$ cat src/logic/cgw_consts.svh
// constants for the cpu clock generator with oscillator watchdog
`ifndef CGW_CONSTS_SVH
`define CGW_CONSTS_SVH

`define CGW_CLK_MHZ 50
`define CGW_STRAP_W 3

`define CGW_STRAP_X4 3'h7
`define CGW_STRAP_X3 3'h6
`define CGW_STRAP_X2 3'h5
`define CGW_STRAP_X5 3'h4
`define CGW_STRAP_DIRECT 3'h3
`define CGW_STRAP_X1P5 3'h2
`define CGW_STRAP_PRESCALE 3'h1
`define CGW_STRAP_X2P5 3'h0

// factor F held as twice its value, so 1.5 and 2.5 stay whole
`define CGW_FX2_W 5
`define CGW_FX2_X4 5'h08
`define CGW_FX2_X3 5'h06
`define CGW_FX2_X2 5'h04
`define CGW_FX2_X5 5'h0A
`define CGW_FX2_X1 5'h02
`define CGW_FX2_X1P5 5'h03
`define CGW_FX2_X2P5 5'h05

`define CGW_WDOG_W 5
`define CGW_WDOG_OVF 5'h10

// free-running pll half period, in ns
`define CGW_FREE_HALF_NS 40
`define CGW_FREE_HALF_CYC ((`CGW_FREE_HALF_NS * `CGW_CLK_MHZ) / 1000)

`define CGW_SMOOTH_SHIFT 2
`define CGW_LOCK_TOL 4
`define CGW_LOCK_COUNT 4'h8
// starting estimate of the input period, in clk cycles
`define CGW_PERIOD_INIT 16

`endif

$ cat src/logic/cgw_pkg.sv
// types shared by the clock generator files
package cgw_pkg;

  typedef enum logic [3:0] {
    SRC_DIRECT = 4'b0001,
    SRC_PRESCALE = 4'b0010,
    SRC_PLL = 4'b0100,
    SRC_FREERUN = 4'b1000
  } cgw_src_type;

  typedef struct packed {
    logic level;
    logic rise;
    logic fall;
  } cgw_osc_type;

  typedef struct packed {
    logic pllEnable;
    logic watchdogActive;
    logic onFreeRun;
    logic pllLocked;
    logic [2:0] strap;
  } cgw_status_type;

endpackage

$ cat src/logic/cgw_clock_gen.sv
// cpu clock generator: strap decode, prescaler, direct, pll, failover
`timescale 1ns/10ps
`include "cgw_consts.svh"

// How it works
// RULE1 - straps latched in reset fix the mode
// RULE2 - strap codes map to factors and modes
// RULE3 - strap 001 halves the input frequency
// RULE4 - prescaled half-period equals one input period
// RULE5 - strap 011 follows the input directly
// RULE6 - direct pair of half-periods equals input period
// RULE7 - other straps multiply input by factor
// RULE8 - pll resyncs smoothly every F transitions
// RULE9 - both cpu clock edges mark timing units
// RULE10 - watchdog only in direct or prescaled modes
// RULE11 - watchdog on after reset, disable bit
// RULE12 - free cycles count, input edges clear
// RULE13 - sixteen silent cycles switch to free-run
// RULE14 - overflow sets the clock fail flag
// RULE15 - free-run held until hardware reset
// RULE16 - disabled watchdog: input clock, pll off
// RULE17 - synchronised detection, glitch-free switchover
module cgw_clock_gen
  import cgw_pkg::*;
#(
  parameter int PERIOD_W = 16,
  parameter int FREE_HALF_CYC = `CGW_FREE_HALF_CYC
)
(
  input wire logic clk,
  input wire logic rstn,
  input wire logic oscInputPin,
  input wire logic [`CGW_STRAP_W-1:0] clockModeStrapPins,
  input wire logic oscWatchdogDisable,
  input wire logic clockFailIrqClear,
  output logic cpuClk,
  output logic cpuEdge,
  output logic clockFailIrqFlag,
  output cgw_status_type status
);

  localparam logic [PERIOD_W-1:0] PERIOD_ONE = PERIOD_W'(1);
  localparam logic [PERIOD_W-1:0] PERIOD_INIT = PERIOD_W'(`CGW_PERIOD_INIT);
  localparam logic [PERIOD_W-1:0] FREE_LAST = PERIOD_W'(FREE_HALF_CYC - 1);
  localparam logic signed [PERIOD_W:0] STEP_ONE = (PERIOD_W+1)'(1);
  localparam logic signed [PERIOD_W:0] STEP_ZERO = '0;

  if (PERIOD_W < 8 || PERIOD_W > 30) begin : badPeriodWidth
    $error("cgw_clock_gen: PERIOD_W must lie in 8..30");
  end
  if (FREE_HALF_CYC < 1) begin : badFreeHalf
    $error("cgw_clock_gen: FREE_HALF_CYC must be at least 1");
  end

  logic [`CGW_STRAP_W-1:0] strap_q;
  logic started_q;
  cgw_src_type src_q;
  cgw_src_type src_d;
  logic switchPending_q;
  logic cpuClk_q;
  logic cpuClk_d;
  logic cpuEdge_q;
  logic irqFlag_q;
  logic [PERIOD_W-1:0] freeCnt_q;
  logic freeTick;
  logic pllEnable;
  logic monitorEnable;
  logic overflow;
  cgw_osc_type oscEvents;
  logic [`CGW_FX2_W-1:0] fx2;
  logic [`CGW_FX2_W-1:0] syncEvery;
  logic [PERIOD_W-1:0] measure_q;
  logic [PERIOD_W-1:0] period_q;
  logic [PERIOD_W:0] acc_q;
  logic [PERIOD_W:0] accSum;
  logic [PERIOD_W:0] accPull;
  logic signed [PERIOD_W:0] periodStep;
  logic ncoEdge;
  logic [`CGW_FX2_W-1:0] transCnt_q;
  logic resync;
  logic signed [PERIOD_W:0] periodDiff;
  logic [3:0] lockCnt_q;
  logic pllLocked;

  // strap pins are sampled on every edge while reset is held
  always_ff @(posedge clk) begin
    if (!rstn) begin
      strap_q <= clockModeStrapPins; // RULE1
    end
  end

  always_ff @(posedge clk or negedge rstn) begin
    if (!rstn) begin
      started_q <= 1'b0;
    end else begin
      started_q <= 1'b1;
    end
  end

  function automatic logic [`CGW_FX2_W-1:0] factorOf(
    input logic [`CGW_STRAP_W-1:0] code
  );
    case (code)
      `CGW_STRAP_X4: factorOf = `CGW_FX2_X4; // RULE2
      `CGW_STRAP_X3: factorOf = `CGW_FX2_X3;
      `CGW_STRAP_X2: factorOf = `CGW_FX2_X2;
      `CGW_STRAP_X5: factorOf = `CGW_FX2_X5;
      `CGW_STRAP_X1P5: factorOf = `CGW_FX2_X1P5;
      `CGW_STRAP_X2P5: factorOf = `CGW_FX2_X2P5;
      default: factorOf = `CGW_FX2_X1;
    endcase
  endfunction

  function automatic cgw_src_type sourceOf(
    input logic [`CGW_STRAP_W-1:0] code
  );
    case (code)
      `CGW_STRAP_DIRECT: sourceOf = SRC_DIRECT; // RULE5
      `CGW_STRAP_PRESCALE: sourceOf = SRC_PRESCALE; // RULE3
      default: sourceOf = SRC_PLL; // RULE7
    endcase
  endfunction

  assign fx2 = factorOf(strap_q);
  // F transitions, rounded up for the half factors
  assign syncEvery = (fx2 + 1'b1) >> 1;

  // mode fixed from the straps on the first edge after release
  always_comb begin
    src_d = src_q;
    case (src_q)
      SRC_DIRECT, SRC_PRESCALE: begin
        // switch only while low and on a free tick, so no runt pulse
        if (switchPending_q && !cpuClk_q && freeTick) begin
          src_d = SRC_FREERUN; // RULE13 RULE17
        end
      end
      SRC_PLL: src_d = SRC_PLL;
      SRC_FREERUN: src_d = SRC_FREERUN; // RULE15
      default: src_d = SRC_PLL;
    endcase
    if (!started_q) begin
      src_d = sourceOf(strap_q); // RULE1
    end
  end

  always_ff @(posedge clk or negedge rstn) begin
    if (!rstn) begin
      src_q <= SRC_PLL;
    end else begin
      src_q <= src_d;
    end
  end

  always_ff @(posedge clk or negedge rstn) begin
    if (!rstn) begin
      switchPending_q <= 1'b0;
    end else if (src_q == SRC_FREERUN) begin
      switchPending_q <= 1'b0;
    end else if (overflow) begin
      switchPending_q <= 1'b1;
    end
  end

  // watchdog only where the input drives the cpu directly
  assign monitorEnable = started_q && !oscWatchdogDisable &&
    (src_q == SRC_DIRECT || src_q == SRC_PRESCALE); // RULE10 RULE11

  // pll off in input-driven modes while the watchdog is disabled
  assign pllEnable = (src_q == SRC_PLL) || (src_q == SRC_FREERUN) ||
    monitorEnable || switchPending_q; // RULE16

  // free-running oscillator stand-in, stopped when pll is off
  always_ff @(posedge clk or negedge rstn) begin
    if (!rstn) begin
      freeCnt_q <= '0;
    end else if (!pllEnable || freeCnt_q == FREE_LAST) begin
      freeCnt_q <= '0;
    end else begin
      freeCnt_q <= freeCnt_q + PERIOD_ONE; // RULE12
    end
  end

  assign freeTick = pllEnable && (freeCnt_q == FREE_LAST);

  cgw_osc_watchdog wdog (
    .clk(clk),
    .rstn(rstn),
    .oscInputPin(oscInputPin),
    .monitorEnable(monitorEnable),
    .freeTick(freeTick),
    .oscEvents(oscEvents),
    .overflow(overflow)
  );

  // input period in clk cycles, rise to rise, saturating
  always_ff @(posedge clk or negedge rstn) begin
    if (!rstn) begin
      measure_q <= '0;
    end else if (oscEvents.rise) begin
      measure_q <= PERIOD_ONE;
    end else if (measure_q != '1) begin
      measure_q <= measure_q + PERIOD_ONE;
    end
  end

  assign periodDiff = $signed({1'b0, measure_q}) -
    $signed({1'b0, period_q});

  // floor alone stalls a small positive error: add one step
  assign periodStep = (periodDiff >>> `CGW_SMOOTH_SHIFT) +
    ((periodDiff > 0) ? STEP_ONE : STEP_ZERO);

  // moves a fraction of the error per period: frequency never jumps
  always_ff @(posedge clk or negedge rstn) begin
    if (!rstn) begin
      period_q <= PERIOD_INIT;
    end else if (src_q == SRC_PLL && oscEvents.rise) begin
      period_q <= PERIOD_W'($signed({1'b0, period_q}) +
        periodStep); // RULE8
    end
  end

  always_ff @(posedge clk or negedge rstn) begin
    if (!rstn) begin
      lockCnt_q <= '0;
    end else if (src_q != SRC_PLL) begin
      lockCnt_q <= '0;
    end else if (oscEvents.rise) begin
      if (periodDiff > `CGW_LOCK_TOL || periodDiff < -`CGW_LOCK_TOL) begin
        lockCnt_q <= '0;
      end else if (lockCnt_q != `CGW_LOCK_COUNT) begin
        lockCnt_q <= lockCnt_q + 4'h1;
      end
    end
  end

  assign pllLocked = (lockCnt_q == `CGW_LOCK_COUNT);

  // input transitions counted so phase is pulled every F of them
  always_ff @(posedge clk or negedge rstn) begin
    if (!rstn) begin
      transCnt_q <= '0;
    end else if (src_q != SRC_PLL) begin
      transCnt_q <= '0;
    end else if (oscEvents.rise || oscEvents.fall) begin
      if (transCnt_q + 1'b1 >= syncEvery) begin
        transCnt_q <= '0;
      end else begin
        transCnt_q <= transCnt_q + 1'b1;
      end
    end
  end

  assign resync = (src_q == SRC_PLL) &&
    (oscEvents.rise || oscEvents.fall) &&
    (transCnt_q + 1'b1 >= syncEvery); // RULE8

  // fractional oscillator: fx2 cpu edges per measured input period
  assign accSum = acc_q + {{(PERIOD_W+1-`CGW_FX2_W){1'b0}}, fx2};
  assign ncoEdge = (src_q == SRC_PLL) && (accSum >= {1'b0, period_q});

  // pull half-way to the nearer carry point, so phase stays bounded
  assign accPull = (accSum >= {2'b00, period_q[PERIOD_W-1:1]}) ?
    accSum + (({1'b0, period_q} - accSum) >> 1) : accSum >> 1;

  always_ff @(posedge clk or negedge rstn) begin
    if (!rstn) begin
      acc_q <= '0;
    end else if (src_q != SRC_PLL) begin
      acc_q <= '0;
    end else if (ncoEdge) begin
      acc_q <= accSum - {1'b0, period_q}; // RULE7
    end else if (resync) begin
      // halve the phase error instead of snapping to the input
      acc_q <= accPull; // RULE8
    end else begin
      acc_q <= accSum;
    end
  end

  // cpu clock source per mode; a whole clk of delay in every mode
  always_comb begin
    cpuClk_d = cpuClk_q;
    case (src_q)
      SRC_DIRECT: cpuClk_d = oscEvents.level; // RULE5 RULE6
      SRC_PRESCALE: cpuClk_d = cpuClk_q ^ oscEvents.rise; // RULE3 RULE4
      SRC_PLL: cpuClk_d = cpuClk_q ^ ncoEdge; // RULE7
      SRC_FREERUN: cpuClk_d = cpuClk_q ^ freeTick; // RULE13
      default: cpuClk_d = cpuClk_q;
    endcase
    // a dead input may leave the clock high: end that phase on a tick
    if (switchPending_q && src_q != SRC_FREERUN) begin
      cpuClk_d = cpuClk_q & ~freeTick; // RULE13 RULE17
    end
    if (!started_q) begin
      cpuClk_d = 1'b0;
    end
  end

  always_ff @(posedge clk or negedge rstn) begin
    if (!rstn) begin
      cpuClk_q <= 1'b0;
      cpuEdge_q <= 1'b0;
    end else begin
      cpuClk_q <= cpuClk_d;
      cpuEdge_q <= cpuClk_d ^ cpuClk_q; // RULE9
    end
  end

  // set wins over a clear in the same cycle
  always_ff @(posedge clk or negedge rstn) begin
    if (!rstn) begin
      irqFlag_q <= 1'b0;
    end else if (overflow) begin
      irqFlag_q <= 1'b1; // RULE14
    end else if (clockFailIrqClear) begin
      irqFlag_q <= 1'b0;
    end
  end

  assign cpuClk = cpuClk_q;
  assign cpuEdge = cpuEdge_q;
  assign clockFailIrqFlag = irqFlag_q;
  assign status.pllEnable = pllEnable;
  assign status.watchdogActive = monitorEnable;
  assign status.onFreeRun = (src_q == SRC_FREERUN);
  assign status.pllLocked = pllLocked;
  assign status.strap = strap_q;

endmodule

$ cat src/logic/cgw_osc_watchdog.sv
// input clock loss monitor: pin synchroniser and overflow counter
`timescale 1ns/10ps
`include "cgw_consts.svh"

module cgw_osc_watchdog
  import cgw_pkg::*;
(
  input wire logic clk,
  input wire logic rstn,
  input wire logic oscInputPin,
  input wire logic monitorEnable,
  input wire logic freeTick,
  output cgw_osc_type oscEvents,
  output logic overflow
);

  logic syncA_q;
  logic syncB_q;
  logic syncC_q;
  logic [`CGW_WDOG_W-1:0] count_q;
  logic transition;

  // first flop feeds only the second
  always_ff @(posedge clk or negedge rstn) begin
    if (!rstn) begin
      syncA_q <= 1'b0;
      syncB_q <= 1'b0;
      syncC_q <= 1'b0;
    end else begin
      syncA_q <= oscInputPin; // RULE17
      syncB_q <= syncA_q;
      syncC_q <= syncB_q;
    end
  end

  assign transition = syncB_q ^ syncC_q;
  assign oscEvents.level = syncB_q;
  assign oscEvents.rise = syncB_q & ~syncC_q;
  assign oscEvents.fall = ~syncB_q & syncC_q;

  // counts free-running cycles, any pin edge clears it
  always_ff @(posedge clk or negedge rstn) begin
    if (!rstn) begin
      count_q <= '0;
    end else if (!monitorEnable || transition) begin
      count_q <= '0; // RULE12
    end else if (freeTick && count_q != `CGW_WDOG_OVF) begin
      count_q <= count_q + 1'b1; // RULE12
    end
  end

  // one pulse as the sixteenth cycle passes without an edge
  assign overflow = monitorEnable && !transition && freeTick &&
    (count_q == `CGW_WDOG_OVF - 1'b1); // RULE13

endmodule

$ cat config.mk
export PLATFORM = sky130hd
export DESIGN_NAME = cgw_clock_gen
export DESIGN_NICKNAME = d
export VERILOG_FILES = /design/src/logic/cgw_pkg.sv /design/src/logic/cgw_clock_gen.sv /design/src/logic/cgw_osc_watchdog.sv
export VERILOG_INCLUDE_DIRS = /design/src /design/src/logic
export SDC_FILE = /design/constraint.sdc
export NUM_CORES = 1
export LEC_CHECK = 0
export BUFFER_PORTS_ARGS = -buffer_cell sky130_fd_sc_hd__buf_2
export CORE_UTILIZATION = 45
export DETAILED_ROUTE_END_ITERATION = 6
export PLACE_DENSITY = 0.58
export REMOVE_ABC_BUFFERS = 1
export SKIP_LAST_GASP = 1
export SLEW_MARGIN = 20
export SYNTH_ARGS = -nofsm -noshare
export SYNTH_HDL_FRONTEND = slang
export SYNTH_SLANG_ARGS = --single-unit
$ cat constraint.sdc
create_clock -name clk -period 7.45 [get_ports clk]
set_clock_uncertainty 0.2 [all_clocks]
set_input_delay 1.1175 -clock clk [delete_from_list [all_inputs] [get_ports clk]]
set_output_delay 1.1175 -clock clk [all_outputs]
set_load 0.01 [all_outputs]
==> results summary <==
In the synthesized netlist, the number of instances is 1185. The proportion of synthesized flip-flops having asynchronous set or reset is 0.9681. The average cell area after synthesis is 8.127 µm². For the pin with the worst max-slew slack, the measured transition is 0.9097 ns. The cell area after synthesis came out at 0.009630 mm². In this run the most critical hold path is launched from wdog.syncA_q. The cell depth of the worst hold path is 0. In this run the worst hold path is classified as register to register.

The worst-path maximum fanout is 8. The area occupied by multi-input gates is 0.006688 mm². The count of instances resized after the clock tree is built is 0. The achievable frequency came out at 148.9 MHz. The setup violation total in the final timing report is 0.

The layout-stage area growth over the synthesis result came out at 6.159%. The top cell types in the final layout, fill and taps aside, are 106 x sky130_fd_sc_hd__ha_1, 103 x sky130_fd_sc_hd__nor2_1, 92 x sky130_fd_sc_hd__inv_1. For hold timing, the worst endpoint is wdog.syncB_q. The pre-CTS setup slack came out at 0.8525 ns. The first-pass iteration count of the detailed router is 7. The aggregate global routing overflow came out at 0. The per-cell via count in the routed design is 5.720. The standard-cell row count came out at 53. The startpoint identified for the worst register-to-register timing path is strap_q[1]. CTS placed an instance of sky130_fd_sc_hd__clkbuf_16 at the clock tree root. The remaining antenna violation count is 0. The area enclosed by the die boundary came out at 0.02199 mm². The worst setup path is of the register to register kind.

The wire length of the first global-routing pass came out at 40.07 mm. In the final layout, flip-flops and latches occupy 0.002370 mm². The iteration-0 DRC count of the detailed router is 519. The TritonCTS clock tree is built. The worst-skew pair later-pin latency came out at 0.36 ns.

The placed wire-length estimate is 19.13 mm. The number of design rule violations left after detail routing is 2. The library cell used most frequently in the layout, excluding fill and tap cells, is sky130_fd_sc_hd__ha_1.

The share of the yosys chip area belonging to registers is 0.2461. The synthesized netlist contains 85 unique library cells. After layout, the minimum clock period comes to 6.716 ns. The data arrival time at the worst-slack endpoint came out at 6.79 ns.

The total of hold buffers inserted after clock tree synthesis came out at 0. The largest single stage delay on the critical path is 0.71 ns. Routability-driven placement finished with a final weighted congestion of 0.8832.

The net count of the finished layout is 1297. For the worst setup path, the data required time is 7.52 ns. Across all setup checks in the final design, the least slack found is 0.7337 ns. After detailed placement, the total cell area comes to 0.009883 mm². Across every metal layer, demand over resource in global routing totals 0.2287.

The checks that failed: DRC. The count of pins on the block boundary is 18. The slack of the worst reg-to-reg path came out at 0.73 ns. Input and output buffers added on the ports amount to 17.

The worst register-to-register path ends at acc_q[15]. The cell with the biggest individual delay on the critical path is sky130_fd_sc_hd__nor4_1. The count of cells along the worst register-to-register path came out at 25. The number of antenna violations at the first check in global routing is 0.

The most used flip-flop cell after synthesis is sky130_fd_sc_hd__dfrtp_1. The post-CTS setup-driven buffer insertion count came out at 0. The run finished, with violations left. The number of enable flip-flop cells after synthesis is 3.

Counting every sink on the clock net gives 94. The via count of the first global-routing pass is 8042. The clock tree synthesis step divided the H-tree into 3 levels. The total count of hold-check failures in the final report came out at 0.

The number of storage elements in the synthesis netlist came out at 94. The vertical extent of the die is 148.3 µm. The normalized max-slew margin came out at 0.3921. The number of vias after detailed routing came out at 8328.

The filler cells instantiated in the layout total 2071. The total CTS buffers is 9. The final-layout setup total negative slack is 0 ns.

The startpoint type of the worst setup path is a register. The clock transition time at the flip-flop clock pins of the worst setup and hold paths is 0.07 ns. The maximum buffer depth of the clock tree came out at 2. Yosys printed 0 warnings. In the final layout, the share of cells above drive strength 1 is 0.06097. Setup repair after global routing left no endpoint under its margin. The starting density of the core is 0.4581.

For this block, the routed nets add up to 24.26 mm of wire. Entering global routing, the biggest net connects 50 pins. The floorplan step defined a core boundary enclosing 0.02102 mm². The cell with the most instances on the worst path is sky130_fd_sc_hd__a21oi_1.

The repair_antennas step left the layout with diodes totalling 0. The final-report max-slew violation count came to 0. The die span in x is 148.3 µm. After detailed routing, the average wire length per cell comes to 16.66 µm.

STA classifies the critical path endpoint as a register. The finished layout cell area came out at 0.01022 mm². The share of the cycle needed by the critical path after routing came out at 0.9015. The number of max-cap violations is 0.
-- how the worst max path moves through the flow --
stage,startpoint,end,slack (ns),cells after the start
final,strap_q[1],acc_q[15],0.73,25
after global routing,strap_q[2],acc_q[15],0.37,25
after CTS,strap_q[1],acc_q[15],0.80,25
after detailed placement,strap_q[1],acc_q[16],0.85,24
after global placement,strap_q[1],acc_q[15],0.85,25
after floorplan,strap_q[0],acc_q[14],1.79,26
-- routing by layer --
metal	wire length, µm	vias up	track usage	share of wire
met5	0	-	0	0
met4	370	0	0.06443	0.015
met3	645	20	0.02577	0.027
met2	11380	135	0.3887	0.47
met1	11860	3941	0.3054	0.49
li1	-	4232	-	-
-- critical path: cells and delay by family, from the launching register on --
kind                     cells  cell delay (ns)
buffers and inverters        2             0.35
AND/OR/NAND/NOR              4             1.25
adder cells (fa/ha/maj)      3             1.08
AO/OA/AOI/OAI               13             2.64
flip-flops                   1             0.51
XOR/XNOR                     3             0.59
-- per-stage QoR --
step	instances	utilization	hold WS [ns]
2_1_floorplan	1142	-	0.1312
3_3_place_gp	1440	0.4702	0.1578
3_5_place_dp	1440	0.4702	0.1435
4_1_cts	1456	0.4863	0.1593
5_1_grt	1456	0.4863	0.1673
6_report	1456	0.4863	0.1581
-- sequential cells by signal, summed over array words and instances, names as in the netlist, 4 cells and up --
signal	flops
period_q	16
transCnt_q	5
wdog.count_q	5
lockCnt_q	4
measure_q	16
freeCnt_q	16
src_q	4
acc_q	17
-- area by class of cell --
class                           count  area share
Sequential cell                    94      0.2318
Clock inverter                      6    0.008812
Timing Repair Buffer               23     0.01297
Multi-Input combinational cell    955      0.6541
Tap cell                          275     0.03366
Inverter                           93     0.03415
Clock buffer                       10     0.02448
-- cells by family after synthesis --
logic type      count (synthesis)  share of synthesized area
buf+inv                       137                    0.06093
simple gates                  415                     0.2187
compound gates                313                     0.2172
xor+xnor                      104                    0.09601
flops                          94                     0.2461
mux                             8                   0.008445
other cells                     1                  0.0003894
fa+ha+maj                     113                     0.1523
-- Yosys cell counts, drive strengths merged (11+ instances only) --
master    n  area [µm²]
buf      16       126.4
a21o     22       166.4
o211ai   17       132.6
o21ai    65       325.3
and3     24       150.1
nand2    90       340.3
or3      12       75.07
clkbuf   27       101.4
nand2b   12       75.07
o31ai    11       92.58
dfrtp    89        2227
nor2    103       386.6
ha      106        1326
inv      92       345.3
nand3    54       270.3
or2      11       68.82
nor2b    17       106.4
xnor2    62       543.0
nor3     32       160.2
xor2     41       359.1
nand4    14       93.84
a211oi   13       97.59
a21oi    89       445.4
Power is left out: the tool's default activity adds up to more than one toggle a clock period on the data nets, which glitch-free logic cannot reach.
